`src/design/wlbc_pkg.sv`:
```
// Constants, types and timing for the white LED boost control block
// What this block does
// - Burst pattern averages to programmed duty
// - Half duty gives every pulse half shape
// - Pulses forced full on or off otherwise
// - Rate bit one selects higher repetition rate
// - Period holds 256 pulses, one step each
// - Zero duty keeps converter off, no switching
// - Nonzero duty enables, soft start then regulation
// - Duty spans one step to just below full
// - Switch on when feedback low, LED on
// - Switch off on peak trip or timeout
// - LED off forces power switch off
// - Soft start limit in three rising levels
// - Each lower level lasts 256 switch cycles
// - Shutdown holds the LED switch open
// - LED gate driven by duty modulator
// - Overvoltage turns power switch off meanwhile
// - Lockout or overtemperature forces off mode
`default_nettype none
package wlbc_pkg;

	// ==========================================================
	// Clock and modulator timing
	localparam int unsigned CLK_HZ            = 100_000_000;
	localparam int unsigned CLK_PERIOD_NS     = 10;
	localparam int unsigned REP_HZ_HI         = 183;
	localparam int unsigned REP_HZ_LO         = 122;
	localparam int unsigned PULSES_PER_PERIOD = 256;
	localparam int unsigned DUTY_W            = 8;
	localparam int unsigned DIV_W             = 12;
	// Half of one pulse, rounded down
	localparam int unsigned HALF_CYC_HI = CLK_HZ / (REP_HZ_HI * PULSES_PER_PERIOD * 2);
	localparam int unsigned HALF_CYC_LO = CLK_HZ / (REP_HZ_LO * PULSES_PER_PERIOD * 2);

	// ==========================================================
	// Reset values and switch timing
	localparam logic [7:0] DUTY_RST     = 8'h00;
	localparam int unsigned MAX_ON_NS   = 6000;
	// Longest time, so rounded down
	localparam int unsigned MAX_ON_CYC  = MAX_ON_NS / CLK_PERIOD_NS;
	localparam int unsigned ON_CNT_W    = 10;
	localparam int unsigned SS_CYCLES   = 256;
	localparam int unsigned SS_CNT_W    = 8;

	// ==========================================================
	// Current limit codes toward the power stage
	localparam logic [1:0] ILIM_125 = 2'h0;
	localparam logic [1:0] ILIM_250 = 2'h1;
	localparam logic [1:0] ILIM_500 = 2'h2;

	// ==========================================================
	// Types
	typedef enum {SW_OFF, SW_WAIT, SW_ON} wlbc_sw_state_t;
	typedef enum {SS_LOW, SS_MID, SS_FULL} wlbc_ss_stage_t;

	typedef struct packed {
		logic fb_below_ref;
		logic peak_trip;
		logic ovp_trip;
		logic uvlo;
		logic thermal_shutdown;
	} wlbc_cmp_t;

	localparam int unsigned CMP_W   = 5;
	localparam logic [4:0]  CMP_RST = 5'h00;

	typedef struct packed {
		logic       converter_on;
		logic       soft_start;
		logic [1:0] ilim_code;
	} wlbc_status_t;

endpackage : wlbc_pkg
`default_nettype wire

```
`src/design/wlbc_burst_mod.sv`:
```
// Burst pattern duty modulator for the LED switch
`timescale 1ns/1ps
`default_nettype none
module wlbc_burst_mod #(
	parameter int unsigned DUTY_W = wlbc_pkg::DUTY_W,
	parameter int unsigned DIV_W  = wlbc_pkg::DIV_W
) (
	input  wire logic              core_clk,
	input  wire logic              rst_n,
	input  wire logic              enable,
	input  wire logic [DUTY_W-1:0] duty,
	input  wire logic              high_rate,
	output var  logic              led_on
);

	logic [DIV_W-1:0]  div_q;
	logic              phase_q;
	logic [DUTY_W-1:0] pulse_q;
	logic [DUTY_W-1:0] duty_lat_q;
	logic              rate_lat_q;
	logic [DIV_W-1:0]  half_lim;
	logic              tick;
	logic              period_end;
	logic [DUTY_W-1:0] pulse_rev;
	logic [DUTY_W-2:0] mag;
	logic [DUTY_W-1:0] dev_cnt;
	logic              above_half;
	logic              special;
	logic              level;

	// ==========================================================
	// Half-pulse divider
	assign half_lim   = high_rate_sel(rate_lat_q);
	assign tick       = (div_q == half_lim - DIV_W'(1));
	assign period_end = tick & phase_q & (pulse_q == '1);

	function automatic logic [DIV_W-1:0] high_rate_sel(input logic hi);
		return hi ? DIV_W'(wlbc_pkg::HALF_CYC_HI) : DIV_W'(wlbc_pkg::HALF_CYC_LO);
	endfunction : high_rate_sel

	// ==========================================================
	// Pattern: bit-reversed index spreads forced pulses evenly
	always_comb begin
		for (int i = 0; i < DUTY_W; i++) begin
			pulse_rev[i] = pulse_q[DUTY_W-1-i];
		end
	end

	// Two forced pulses per step keep the average exact
	assign above_half = duty_lat_q[DUTY_W-1];
	assign mag = above_half ? duty_lat_q[DUTY_W-2:0]
	                        : (DUTY_W-1)'(~duty_lat_q[DUTY_W-2:0] + 1'b1);
	assign dev_cnt = {mag, 1'b0};
	// At most 254 forced pulses, so full on never happens
	assign special = (pulse_rev < dev_cnt);
	assign level   = special ? above_half : ~phase_q;

	// ==========================================================
	// Counters; restart cleanly whenever disabled
	always_ff @(posedge core_clk or negedge rst_n) begin
		if (!rst_n) begin
			div_q   <= '0;
			phase_q <= 1'b0;
			pulse_q <= '0;
		end else if (!enable) begin
			div_q   <= '0;
			phase_q <= 1'b0;
			pulse_q <= '0;
		end else if (tick) begin
			div_q   <= '0;
			phase_q <= ~phase_q;
			if (phase_q) begin
				pulse_q <= pulse_q + DUTY_W'(1);
			end
		end else begin
			div_q <= div_q + DIV_W'(1);
		end
	end

	// Settings change only at period edges or while disabled, so a pattern never tears
	always_ff @(posedge core_clk or negedge rst_n) begin
		if (!rst_n) begin
			duty_lat_q <= '0;
			rate_lat_q <= 1'b0;
		end else if (!enable || period_end) begin
			duty_lat_q <= duty;
			rate_lat_q <= high_rate;
		end
	end

	// Registered gate level
	always_ff @(posedge core_clk or negedge rst_n) begin
		if (!rst_n) begin
			led_on <= 1'b0;
		end else begin
			led_on <= enable & level;
		end
	end

endmodule : wlbc_burst_mod
`default_nettype wire

```
`src/design/wlbc_sync.sv`:
```
// Three-stage synchroniser with agreement filter for comparator inputs
`timescale 1ns/1ps
`default_nettype none
module wlbc_sync #(
	parameter int unsigned W = 1
) (
	input  wire logic         core_clk,
	input  wire logic         rst_n,
	input  wire logic [W-1:0] d,
	output var  logic [W-1:0] q
);

	// ==========================================================
	// Stages
	logic [W-1:0] s1_q;
	logic [W-1:0] s2_q;
	logic [W-1:0] s3_q;

	// Chain; only the second stage reads the first
	always_ff @(posedge core_clk or negedge rst_n) begin
		if (!rst_n) begin
			s1_q <= '0;
			s2_q <= '0;
			s3_q <= '0;
		end else begin
			s1_q <= d;
			s2_q <= s1_q;
			s3_q <= s2_q;
		end
	end

	// A bit changes only where stages two and three agree
	always_ff @(posedge core_clk or negedge rst_n) begin
		if (!rst_n) begin
			q <= '0;
		end else begin
			q <= (s2_q & s3_q) | (q & (s2_q ^ s3_q));
		end
	end

endmodule : wlbc_sync
`default_nettype wire

```
`src/design/wlbc_top.sv`:
```
// Top of the white LED boost control: duty register, modulator and switch control
`timescale 1ns/1ps
`default_nettype none
module wlbc_top (
	input  wire logic                  core_clk,
	input  wire logic                  rst_n,
	// Host side, same clock
	input  wire logic                  duty_wr_en,
	input  wire logic [7:0]            duty_wr_data,
	input  wire logic                  led_switch_rate_select,
	// Analogue comparators, asynchronous
	input  wire wlbc_pkg::wlbc_cmp_t   cmp_raw,
	// Power stage side
	output var  logic                  power_switch_gate,
	output var  logic                  backlight_pulse_output,
	output var  logic [1:0]            ilim_code,
	// Readback and status
	output var  logic [7:0]            led_duty_setting,
	output var  wlbc_pkg::wlbc_status_t status
);

	// ==========================================================
	// Operation overview
	//
	// Off mode: duty zero, lockout or overtemperature. Both gates stay low,
	// the modulator is held at the start of its pattern and soft start
	// drops back to the lowest limit.
	//
	// Enable: a nonzero duty write raises the live enable at once. The
	// modulator follows one cycle later so that it latches the new duty
	// before its first pulse, and the LED gate follows the modulator.
	//
	// Switching: the power switch only turns on from the wait state, with
	// the LED gate high, feedback low and no trip or overvoltage seen. It
	// turns off on a peak trip, the on-time limit, the LED gate falling or
	// overvoltage, and then waits at least one cycle before a new turn-on.
	// A falling LED gate stops the power switch one edge later.
	//
	// Latency: comparator changes take four cycles to reach the logic, so
	// the gate can outlast a peak trip by about five cycles. The power
	// stage must tolerate that overshoot.
	//
	// Soft start: a switching cycle is counted when it ends, so each lower
	// limit governs 256 whole cycles before the next one applies.
	//
	// Rate select is a same-clock level and is latched with the duty, so
	// a change takes effect at the next period edge or the next enable.
	//
	// Status: a registered snapshot for the host, one cycle behind the
	// live enable and the limit code.

	// ==========================================================
	// Declarations

	// Synchronised comparator view
	wlbc_pkg::wlbc_cmp_t cmp;

	// Duty register and enable
	logic [7:0] duty_q;
	logic       conv_en;
	logic       conv_q;
	logic       fault;

	// Modulator output before final gating
	logic       burst_on;

	// LED switch gate register
	logic       led_gate_q;

	// Power switch control
	wlbc_pkg::wlbc_sw_state_t sw_state_q;
	wlbc_pkg::wlbc_sw_state_t sw_state_d;
	logic [wlbc_pkg::ON_CNT_W-1:0] on_cnt_q;
	logic       on_timeout;
	logic       sw_start;
	logic       sw_stop;
	logic       sw_gate_q;

	// Soft start
	wlbc_pkg::wlbc_ss_stage_t ss_stage_q;
	logic [wlbc_pkg::SS_CNT_W-1:0] ss_cnt_q;
	logic       ss_cnt_last;
	logic       sw_cycle_end;
	logic [1:0] ilim_q;

	// Status register
	wlbc_pkg::wlbc_status_t status_q;

	// ==========================================================
	// Comparator synchronisers

	// Comparators are analogue and free running, so all pass three stages
	wlbc_sync #(
		.W (wlbc_pkg::CMP_W)
	) u_cmp_sync (
		.core_clk (core_clk),
		.rst_n    (rst_n),
		.d        (cmp_raw),
		.q        (cmp)
	);

	// ==========================================================
	// Duty register

	// Reset leaves the converter off
	always_ff @(posedge core_clk or negedge rst_n) begin
		if (!rst_n) begin
			duty_q <= wlbc_pkg::DUTY_RST;
		end else if (duty_wr_en) begin
			duty_q <= duty_wr_data;
		end
	end

	// ==========================================================
	// Converter enable

	// Lockout and overtemperature override any duty setting
	assign fault = cmp.uvlo | cmp.thermal_shutdown;

	// Any nonzero duty enables the converter when no lockout or overtemperature is seen
	assign conv_en = (duty_q != 8'h00) & ~fault;

	// Delayed enable lets the modulator latch the new duty first
	always_ff @(posedge core_clk or negedge rst_n) begin
		if (!rst_n) begin
			conv_q <= 1'b0;
		end else begin
			conv_q <= conv_en;
		end
	end

	// ==========================================================
	// Duty modulator

	// One set bit selects the faster repetition rate
	wlbc_burst_mod #(
		.DUTY_W (wlbc_pkg::DUTY_W),
		.DIV_W  (wlbc_pkg::DIV_W)
	) u_burst (
		.core_clk  (core_clk),
		.rst_n     (rst_n),
		.enable    (conv_q),
		.duty      (duty_q),
		.high_rate (led_switch_rate_select),
		.led_on    (burst_on)
	);

	// ==========================================================
	// LED switch gate

	// Gated by the live enable, so off mode opens it at once
	always_ff @(posedge core_clk or negedge rst_n) begin
		if (!rst_n) begin
			led_gate_q <= 1'b0;
		end else begin
			led_gate_q <= conv_en & burst_on;
		end
	end

	// ==========================================================
	// Power switch conditions

	// Start needs feedback low, LED on, no trip and no overvoltage
	assign sw_start = cmp.fb_below_ref & led_gate_q
	                & ~cmp.peak_trip & ~cmp.ovp_trip;

	// Maximum on-time measured from the first on cycle
	assign on_timeout = (on_cnt_q == wlbc_pkg::ON_CNT_W'(wlbc_pkg::MAX_ON_CYC - 1));

	// Whichever stop cause comes first ends the on phase
	assign sw_stop = cmp.peak_trip | on_timeout
	               | ~led_gate_q
	               | cmp.ovp_trip;

	// ==========================================================
	// Power switch state machine

	always_comb begin
		sw_state_d = sw_state_q;
		unique case (sw_state_q)
			wlbc_pkg::SW_OFF: begin
				if (conv_en) begin
					sw_state_d = wlbc_pkg::SW_WAIT;
				end
			end
			wlbc_pkg::SW_WAIT: begin
				if (!conv_en) begin
					sw_state_d = wlbc_pkg::SW_OFF;
				end else if (sw_start) begin
					sw_state_d = wlbc_pkg::SW_ON;
				end
			end
			wlbc_pkg::SW_ON: begin
				if (!conv_en) begin
					sw_state_d = wlbc_pkg::SW_OFF;
				end else if (sw_stop) begin
					sw_state_d = wlbc_pkg::SW_WAIT;
				end
			end
		endcase
	end

	// State register
	always_ff @(posedge core_clk or negedge rst_n) begin
		if (!rst_n) begin
			sw_state_q <= wlbc_pkg::SW_OFF;
		end else begin
			sw_state_q <= sw_state_d;
		end
	end

	// Gate follows the next state so it matches the state register
	always_ff @(posedge core_clk or negedge rst_n) begin
		if (!rst_n) begin
			sw_gate_q <= 1'b0;
		end else begin
			sw_gate_q <= (sw_state_d == wlbc_pkg::SW_ON);
		end
	end

	// On-time counter, cleared outside the on phase
	always_ff @(posedge core_clk or negedge rst_n) begin
		if (!rst_n) begin
			on_cnt_q <= '0;
		end else if (sw_state_q == wlbc_pkg::SW_ON && sw_state_d == wlbc_pkg::SW_ON) begin
			on_cnt_q <= on_cnt_q + wlbc_pkg::ON_CNT_W'(1);
		end else begin
			on_cnt_q <= '0;
		end
	end

	// ==========================================================
	// Soft start

	// Counted at its end, so the last cycle of a level runs at that level
	assign sw_cycle_end = (sw_state_q == wlbc_pkg::SW_ON)
	                    & (sw_state_d == wlbc_pkg::SW_WAIT);
	assign ss_cnt_last = (ss_cnt_q == wlbc_pkg::SS_CNT_W'(wlbc_pkg::SS_CYCLES - 1));

	// Off mode returns to the lowest level, so every enable restarts it
	always_ff @(posedge core_clk or negedge rst_n) begin
		if (!rst_n) begin
			ss_stage_q <= wlbc_pkg::SS_LOW;
			ss_cnt_q   <= '0;
		end else if (!conv_en) begin
			ss_stage_q <= wlbc_pkg::SS_LOW;
			ss_cnt_q   <= '0;
		end else if (sw_cycle_end && ss_stage_q != wlbc_pkg::SS_FULL) begin
			if (ss_cnt_last) begin
				ss_cnt_q <= '0;
				if (ss_stage_q == wlbc_pkg::SS_LOW) begin
					ss_stage_q <= wlbc_pkg::SS_MID;
				end else begin
					ss_stage_q <= wlbc_pkg::SS_FULL;
				end
			end else begin
				ss_cnt_q <= ss_cnt_q + wlbc_pkg::SS_CNT_W'(1);
			end
		end
	end

	// Limit code toward the peak-current comparator
	always_ff @(posedge core_clk or negedge rst_n) begin
		if (!rst_n) begin
			ilim_q <= wlbc_pkg::ILIM_125;
		end else begin
			unique case (ss_stage_q)
				wlbc_pkg::SS_LOW:  ilim_q <= wlbc_pkg::ILIM_125;
				wlbc_pkg::SS_MID:  ilim_q <= wlbc_pkg::ILIM_250;
				wlbc_pkg::SS_FULL: ilim_q <= wlbc_pkg::ILIM_500;
			endcase
		end
	end

	// ==========================================================
	// Status

	// Snapshot of enable, soft start phase and limit
	always_ff @(posedge core_clk or negedge rst_n) begin
		if (!rst_n) begin
			status_q <= '0;
		end else begin
			status_q.converter_on <= conv_en;
			status_q.soft_start   <= conv_en & (ss_stage_q != wlbc_pkg::SS_FULL);
			status_q.ilim_code    <= ilim_q;
		end
	end

	// ==========================================================
	// Outputs, all straight from registers

	assign power_switch_gate      = sw_gate_q;
	assign backlight_pulse_output = led_gate_q;
	assign ilim_code              = ilim_q;
	assign led_duty_setting       = duty_q;
	assign status                 = status_q;

endmodule : wlbc_top
`default_nettype wire

```
`config.mk`:
```
export PLATFORM = sky130hd
export DESIGN_NAME = wlbc_top
export DESIGN_NICKNAME = d
export VERILOG_FILES = /design/src/design/wlbc_pkg.sv /design/src/design/wlbc_burst_mod.sv /design/src/design/wlbc_sync.sv /design/src/design/wlbc_top.sv
export SDC_FILE = /design/constraint.sdc
export NUM_CORES = 1
export LEC_CHECK = 0
export BUFFER_PORTS_ARGS = -buffer_cell sky130_fd_sc_hd__buf_2
export CAP_MARGIN = 5
export CORE_ASPECT_RATIO = 0.8
export CORE_MARGIN = 5
export CORE_UTILIZATION = 55
export CTS_CLUSTER_DIAMETER = 200
export DETAILED_ROUTE_END_ITERATION = 10
export PLACE_DENSITY_LB_ADDON = 0.05
export SLEW_MARGIN = 0
export SYNTH_ARGS = -nofsm -noshare
export SYNTH_HDL_FRONTEND = slang
export SYNTH_SLANG_ARGS = --single-unit
```
`constraint.sdc`:
```
create_clock -name core_clk -period 3.85 [get_ports core_clk]
set_clock_uncertainty 0.2 [all_clocks]
set_input_delay 0.77 -clock core_clk [delete_from_list [all_inputs] [get_ports core_clk]]
set_output_delay 0.77 -clock core_clk [all_outputs]
set_load 0.005 [all_outputs]
```
==> run summary <==
The flow ran to the end, and the final reports show no timing, DRC or antenna violations. The total setup violations reported at the end of the flow came out at 0. On the critical path, the stage with the largest delay is an instance of sky130_fd_sc_hd__or4b_1. The first-iteration detailed-routing DRC count came out at approximately 130. The signal on the critical path passes through or4b_1 > or4_1 > or3b_1 > o41ai_4 > buf_4 > mux2_2.

The sink count of the clock tree came out at about 120. The die extent in x came out at about 120 µm. The number of buffers inserted by hold repair at cts is 0. The clock slew at the register clock pins of the worst setup and hold paths came out at 0.05 ns. The setup slack after layout came out at approximately 0.77 ns. The register bit total from synthesis is roughly 120. The average instance area after synthesis is approximately 12 µm². The die covers around 11000 µm². Counting tap cells, the placed design contains a total of 567 instances.

The CTS H-tree depth is 4. The count of instances resized after the clock tree is built came out at 0. The final number of max-transition violations came out at 0.

The largest fanout on the critical path is 12. The class of the most critical hold timing path is flop to flop. The number of nets with antenna violations after detailed routing came out at 0. By startpoint and endpoint, the worst setup path is classified as flop to flop. The path with the worst hold slack has its endpoint at u_cmp_sync.s2_q[0]. At the end of the flow, the number of nets in the layout was around 500. The mean number of vias per cell came out at around 5.2. The pin count of the biggest net entering global routing is 61. The DRC violation count after routing is 0.

The global router's overall resource usage is 0.1731. Counting flops with an async set or reset pin after synthesis yields a share of 1.000. The first TritonRoute pass finished after 5 iterations. In this run the most critical hold path is launched from u_cmp_sync.s1_q[0]. Yosys mapped a number of flops with a built-in enable equal to 0. The number of antenna violations at the first check in global routing is 0.

No sink is reached through more buffers than the 2 on the longest clock path. The cell area that synthesis handed to floorplanning was between 4000 and 5000 µm². The internal power is ~0.0025 W. The sum of net half-perimeters after detailed placement is about 5600 µm. The repair_antennas step left the layout with diodes totalling 0.

The cell at the root of the clock tree is sky130_fd_sc_hd__clkbuf_16. The placement row count is 31. Summed over all failing endpoints, the final setup total negative slack is 0 ns. The shortest period the worst path allows is approximately 3 ns. The floorplan die height came out at between 90 and 100 µm.

Yosys printed 0 warnings. The residual overflow from global routing came out at 0. The cell depth of the worst min-delay path is 0.

The detail-routed net length per standard cell is 14.49 µm. Compared with the post-synthesis result, the final layout area differs by 18.36%. The number of I/O pins came out at 33. The combinational fraction of design power is 0.079. The number of standard cells after synthesis is about 430.

The share of total power dissipated in sequential elements is 0.417. On the worst path, the slowest cell contributes a delay of 0.51 ns. The clock tree from TritonCTS is built.

The pin slew with the least headroom to its limit came out at between 0.7 and 0.8 ns. The count of unique library cells instantiated by Yosys came out at 48. The switching power summed over all nets is about 0.00072 W. The total of buffers placed on input and output ports is 32. The max-cap check violation count is 0. The post-route worst hold slack is roughly 0.15 ns.

The global placer's final weighted congestion is 0.8123. The core region is around 9000 µm². Static timing analysis puts the maximum clock frequency at approximately 330 MHz.

The post-layout total power came out at about 0.0033 W. The first-pass GRT wire length is 14660 µm. The total wirelength of the detailed-routed design is 8664 µm. For the worst setup path, the data required time is roughly 4 ns. Dividing the final minimum period by the clock period gives 0.7988.

The slack of the worst reg-to-reg path is 0.77 ns. Of the total power, the share spent switching nets is 0.2199. The share of final-layout standard cells stronger than drive strength 1 is 0.1843. The clock share of power is 0.505. Synthesis produced a netlist with a net count of ~460. The number of buffers created by CTS is 17.

VDD sags by at most 0.6066 mV. Timing analysis after detailed placement gives a worst setup slack of 0.7799 ns. Data on the critical path arrives at its endpoint at ~3.2 ns.

The vias after detailed routing is slightly above 3000. The endpoint identified for the worst register-to-register timing path is u_burst.duty_lat_q[3]. The depth of the most critical reg-to-reg path is 6. The initial standard-cell utilization of the core is 0.5576. The share of the yosys chip area belonging to registers came out at 0.5960. The via count of the first global-routing pass came out at 2977. Setup repair after global routing left no endpoint under its margin. For this run, the leading register cell type out of synthesis is sky130_fd_sc_hd__dfrtp_1.

In this run the critical register-to-register path is launched from u_burst.div_q[6]. STA classifies the critical path endpoint as a flop. Measured against its own limit, the worst slew margin works out to 0.5025. Once the clock tree was built, the setup fixing pass inserted 0 buffers.

The clock insertion delay at the later pin of the skew report came out at approximately 0.4 ns. The leakage dissipation is roughly 2.9 nW. In this run the power density over the cells is ~550 nW/µm². STA classifies the critical path startpoint as a flop. Leaving out filler cells and counting taps, the final layout contains around 600. The number of hold-slack violations in the final timing report is 0.
==> worst max-delay path, delay by kind of cell (launching register included) <==
| family | cells | cell delay, ns |
|---|---|---|
| buffers and inverters | 1 | 0.25 |
| AND/OR/NAND/NOR | 3 | 1.52 |
| flip-flops | 1 | 0.42 |
| AO/OA/AOI/OAI | 1 | 0.23 |
| multiplexers | 1 | 0.34 |
==> sequential cells by signal, summed over array words and instances (netlist names), 2 cells and up <==
name and flops:
u_burst.duty_lat_q 8, u_burst.div_q 12, u_cmp_sync.s1_q 5, u_burst.pulse_q 8, status 4, u_cmp_sync.q 5, ilim_code 2, ss_cnt_q 8
u_cmp_sync.s2_q 5, sw_state_q 32, u_cmp_sync.s3_q 5, led_duty_setting 8, on_cnt_q 10, ss_stage_q 2
==> placed cells by master, fill, tap and decap left out, types with 2 or more instances in the layout <==
master / instances
sky130_fd_sc_hd__dfrtp_1: 119
sky130_fd_sc_hd__nor2_1: 37
sky130_fd_sc_hd__nand2_1: 33
sky130_fd_sc_hd__nor2b_1: 33
sky130_fd_sc_hd__buf_2: 31
sky130_fd_sc_hd__nand3_1: 19
sky130_fd_sc_hd__clkbuf_16: 17
sky130_fd_sc_hd__xnor2_1: 16
sky130_fd_sc_hd__ha_1: 16
sky130_fd_sc_hd__xor2_1: 13
sky130_fd_sc_hd__a21oi_1: 12
sky130_fd_sc_hd__inv_1: 10
sky130_fd_sc_hd__o21ai_0: 10
sky130_fd_sc_hd__mux2_2: 10
sky130_fd_sc_hd__nor4_1: 9
sky130_fd_sc_hd__mux2i_1: 8
sky130_fd_sc_hd__buf_4: 8
sky130_fd_sc_hd__and3_1: 7
sky130_fd_sc_hd__a31oi_1: 6
sky130_fd_sc_hd__and2_1: 6
sky130_fd_sc_hd__a21o_1: 5
sky130_fd_sc_hd__nand2b_1: 5
sky130_fd_sc_hd__nand4_1: 4
sky130_fd_sc_hd__mux2_4: 4
sky130_fd_sc_hd__clkinv_2: 4
sky130_fd_sc_hd__bufinv_16: 4
sky130_fd_sc_hd__nor3_1: 3
sky130_fd_sc_hd__clkbuf_8: 3
sky130_fd_sc_hd__or4_1: 2
sky130_fd_sc_hd__or2_2: 2
sky130_fd_sc_hd__a211o_1: 2
sky130_fd_sc_hd__or3_1: 2
sky130_fd_sc_hd__clkbuf_1: 2
==> routing by layer <==
metal	global-route usage	up-vias	wire, µm
met5	0	-	0
met4	0.07259	0	110
met3	0.06091	11	437
met2	0.2386	58	3642
met1	0.2490	1492	4472
li1	-	1553	-
==> Yosys cell counts, types with 2 or more instances <==
| cell type | count | area, µm² |
|---|---|---|
| sky130_fd_sc_hd__a211o_1 | 2 | 17.52 |
| sky130_fd_sc_hd__a21o_1 | 5 | 37.54 |
| sky130_fd_sc_hd__a21oi_1 | 13 | 65.06 |
| sky130_fd_sc_hd__a31oi_1 | 6 | 37.54 |
| sky130_fd_sc_hd__and2_1 | 6 | 37.54 |
| sky130_fd_sc_hd__and3_1 | 7 | 43.79 |
| sky130_fd_sc_hd__buf_6 | 2 | 22.52 |
| sky130_fd_sc_hd__clkbuf_1 | 10 | 37.54 |
| sky130_fd_sc_hd__dfrtp_1 | 119 | 2978 |
| sky130_fd_sc_hd__ha_1 | 16 | 200.2 |
| sky130_fd_sc_hd__inv_1 | 10 | 37.54 |
| sky130_fd_sc_hd__mux2_2 | 10 | 112.6 |
| sky130_fd_sc_hd__mux2_4 | 4 | 60.06 |
| sky130_fd_sc_hd__mux2i_1 | 8 | 80.08 |
| sky130_fd_sc_hd__nand2_1 | 33 | 123.9 |
| sky130_fd_sc_hd__nand2b_1 | 5 | 31.28 |
| sky130_fd_sc_hd__nand3_1 | 19 | 95.09 |
| sky130_fd_sc_hd__nand4_1 | 4 | 25.02 |
| sky130_fd_sc_hd__nor2_1 | 37 | 138.9 |
| sky130_fd_sc_hd__nor2b_1 | 33 | 206.5 |
| sky130_fd_sc_hd__nor3_1 | 3 | 15.01 |
| sky130_fd_sc_hd__nor4_1 | 9 | 56.30 |
| sky130_fd_sc_hd__o21ai_0 | 10 | 50.05 |
| sky130_fd_sc_hd__or2_2 | 2 | 12.51 |
| sky130_fd_sc_hd__or3_1 | 2 | 12.51 |
| sky130_fd_sc_hd__or4_1 | 2 | 15.01 |
| sky130_fd_sc_hd__xnor2_1 | 16 | 140.1 |
| sky130_fd_sc_hd__xor2_1 | 13 | 113.9 |
==> power by group through the flow <==
stage	Combinational, W	Sequential [W]	Clock [W]
after floorplan	0.000186	0.00136	0
after global placement	0.000251	0.00138	0
after detailed placement	0.000260	0.00138	0
after CTS	0.000263	0.00136	0.00168
after global routing	0.000293	0.00137	0.00173
final	0.000257	0.00136	0.00165
==> area by class of cell <==
| class | count | area [µm²] |
|---|---|---|
| timing repair buffer | 39 | 215.2 |
| multi-input combinational | 283 | 1913 |
| inverter | 11 | 41.29 |
| tap | 115 | 143.9 |
| clock inverter | 9 | 147.6 |
| fill | 674 | 3047 |
| sequential | 119 | 2978 |
| clock buffer | 22 | 474.2 |
==> worst max-delay path by stage <==
stage                           from               endpoint  slack, ns  cells past startpoint
detailed placement  u_burst.div_q[6]  u_burst.duty_lat_q[2]       0.78                      6
floorplan           u_burst.div_q[6]  u_burst.duty_lat_q[4]       0.91                      7
finish              u_burst.div_q[6]  u_burst.duty_lat_q[3]       0.77                      6
CTS                 u_burst.div_q[6]  u_burst.duty_lat_q[2]       0.77                      6
global placement    u_burst.div_q[6]  u_burst.duty_lat_q[3]       0.80                      6
global route        u_burst.div_q[6]  u_burst.duty_lat_q[2]       0.66                      6
==> metrics by stage <==
stage / utilization / instance area [µm²]
after floorplan: - / 4996
after global placement: 0.5906 / 5291
after detailed placement: 0.5906 / 5291
after CTS: 0.6600 / 5913
after global routing: 0.6600 / 5913
final: 0.6600 / 5913
==> cells by family (layout without fill, tap and decap cells) <==
group	after synthesis	in the layout	share of synthesized area
compound gates	44	44	0.05936
xor+xnor	29	29	0.05084
simple gates	172	172	0.1813
flops	119	119	0.5960
fa+ha+maj	16	16	0.04007
mux	22	22	0.05059
buf+inv	24	81	0.02179
Note: power is estimated with default switching activity, not from simulation.
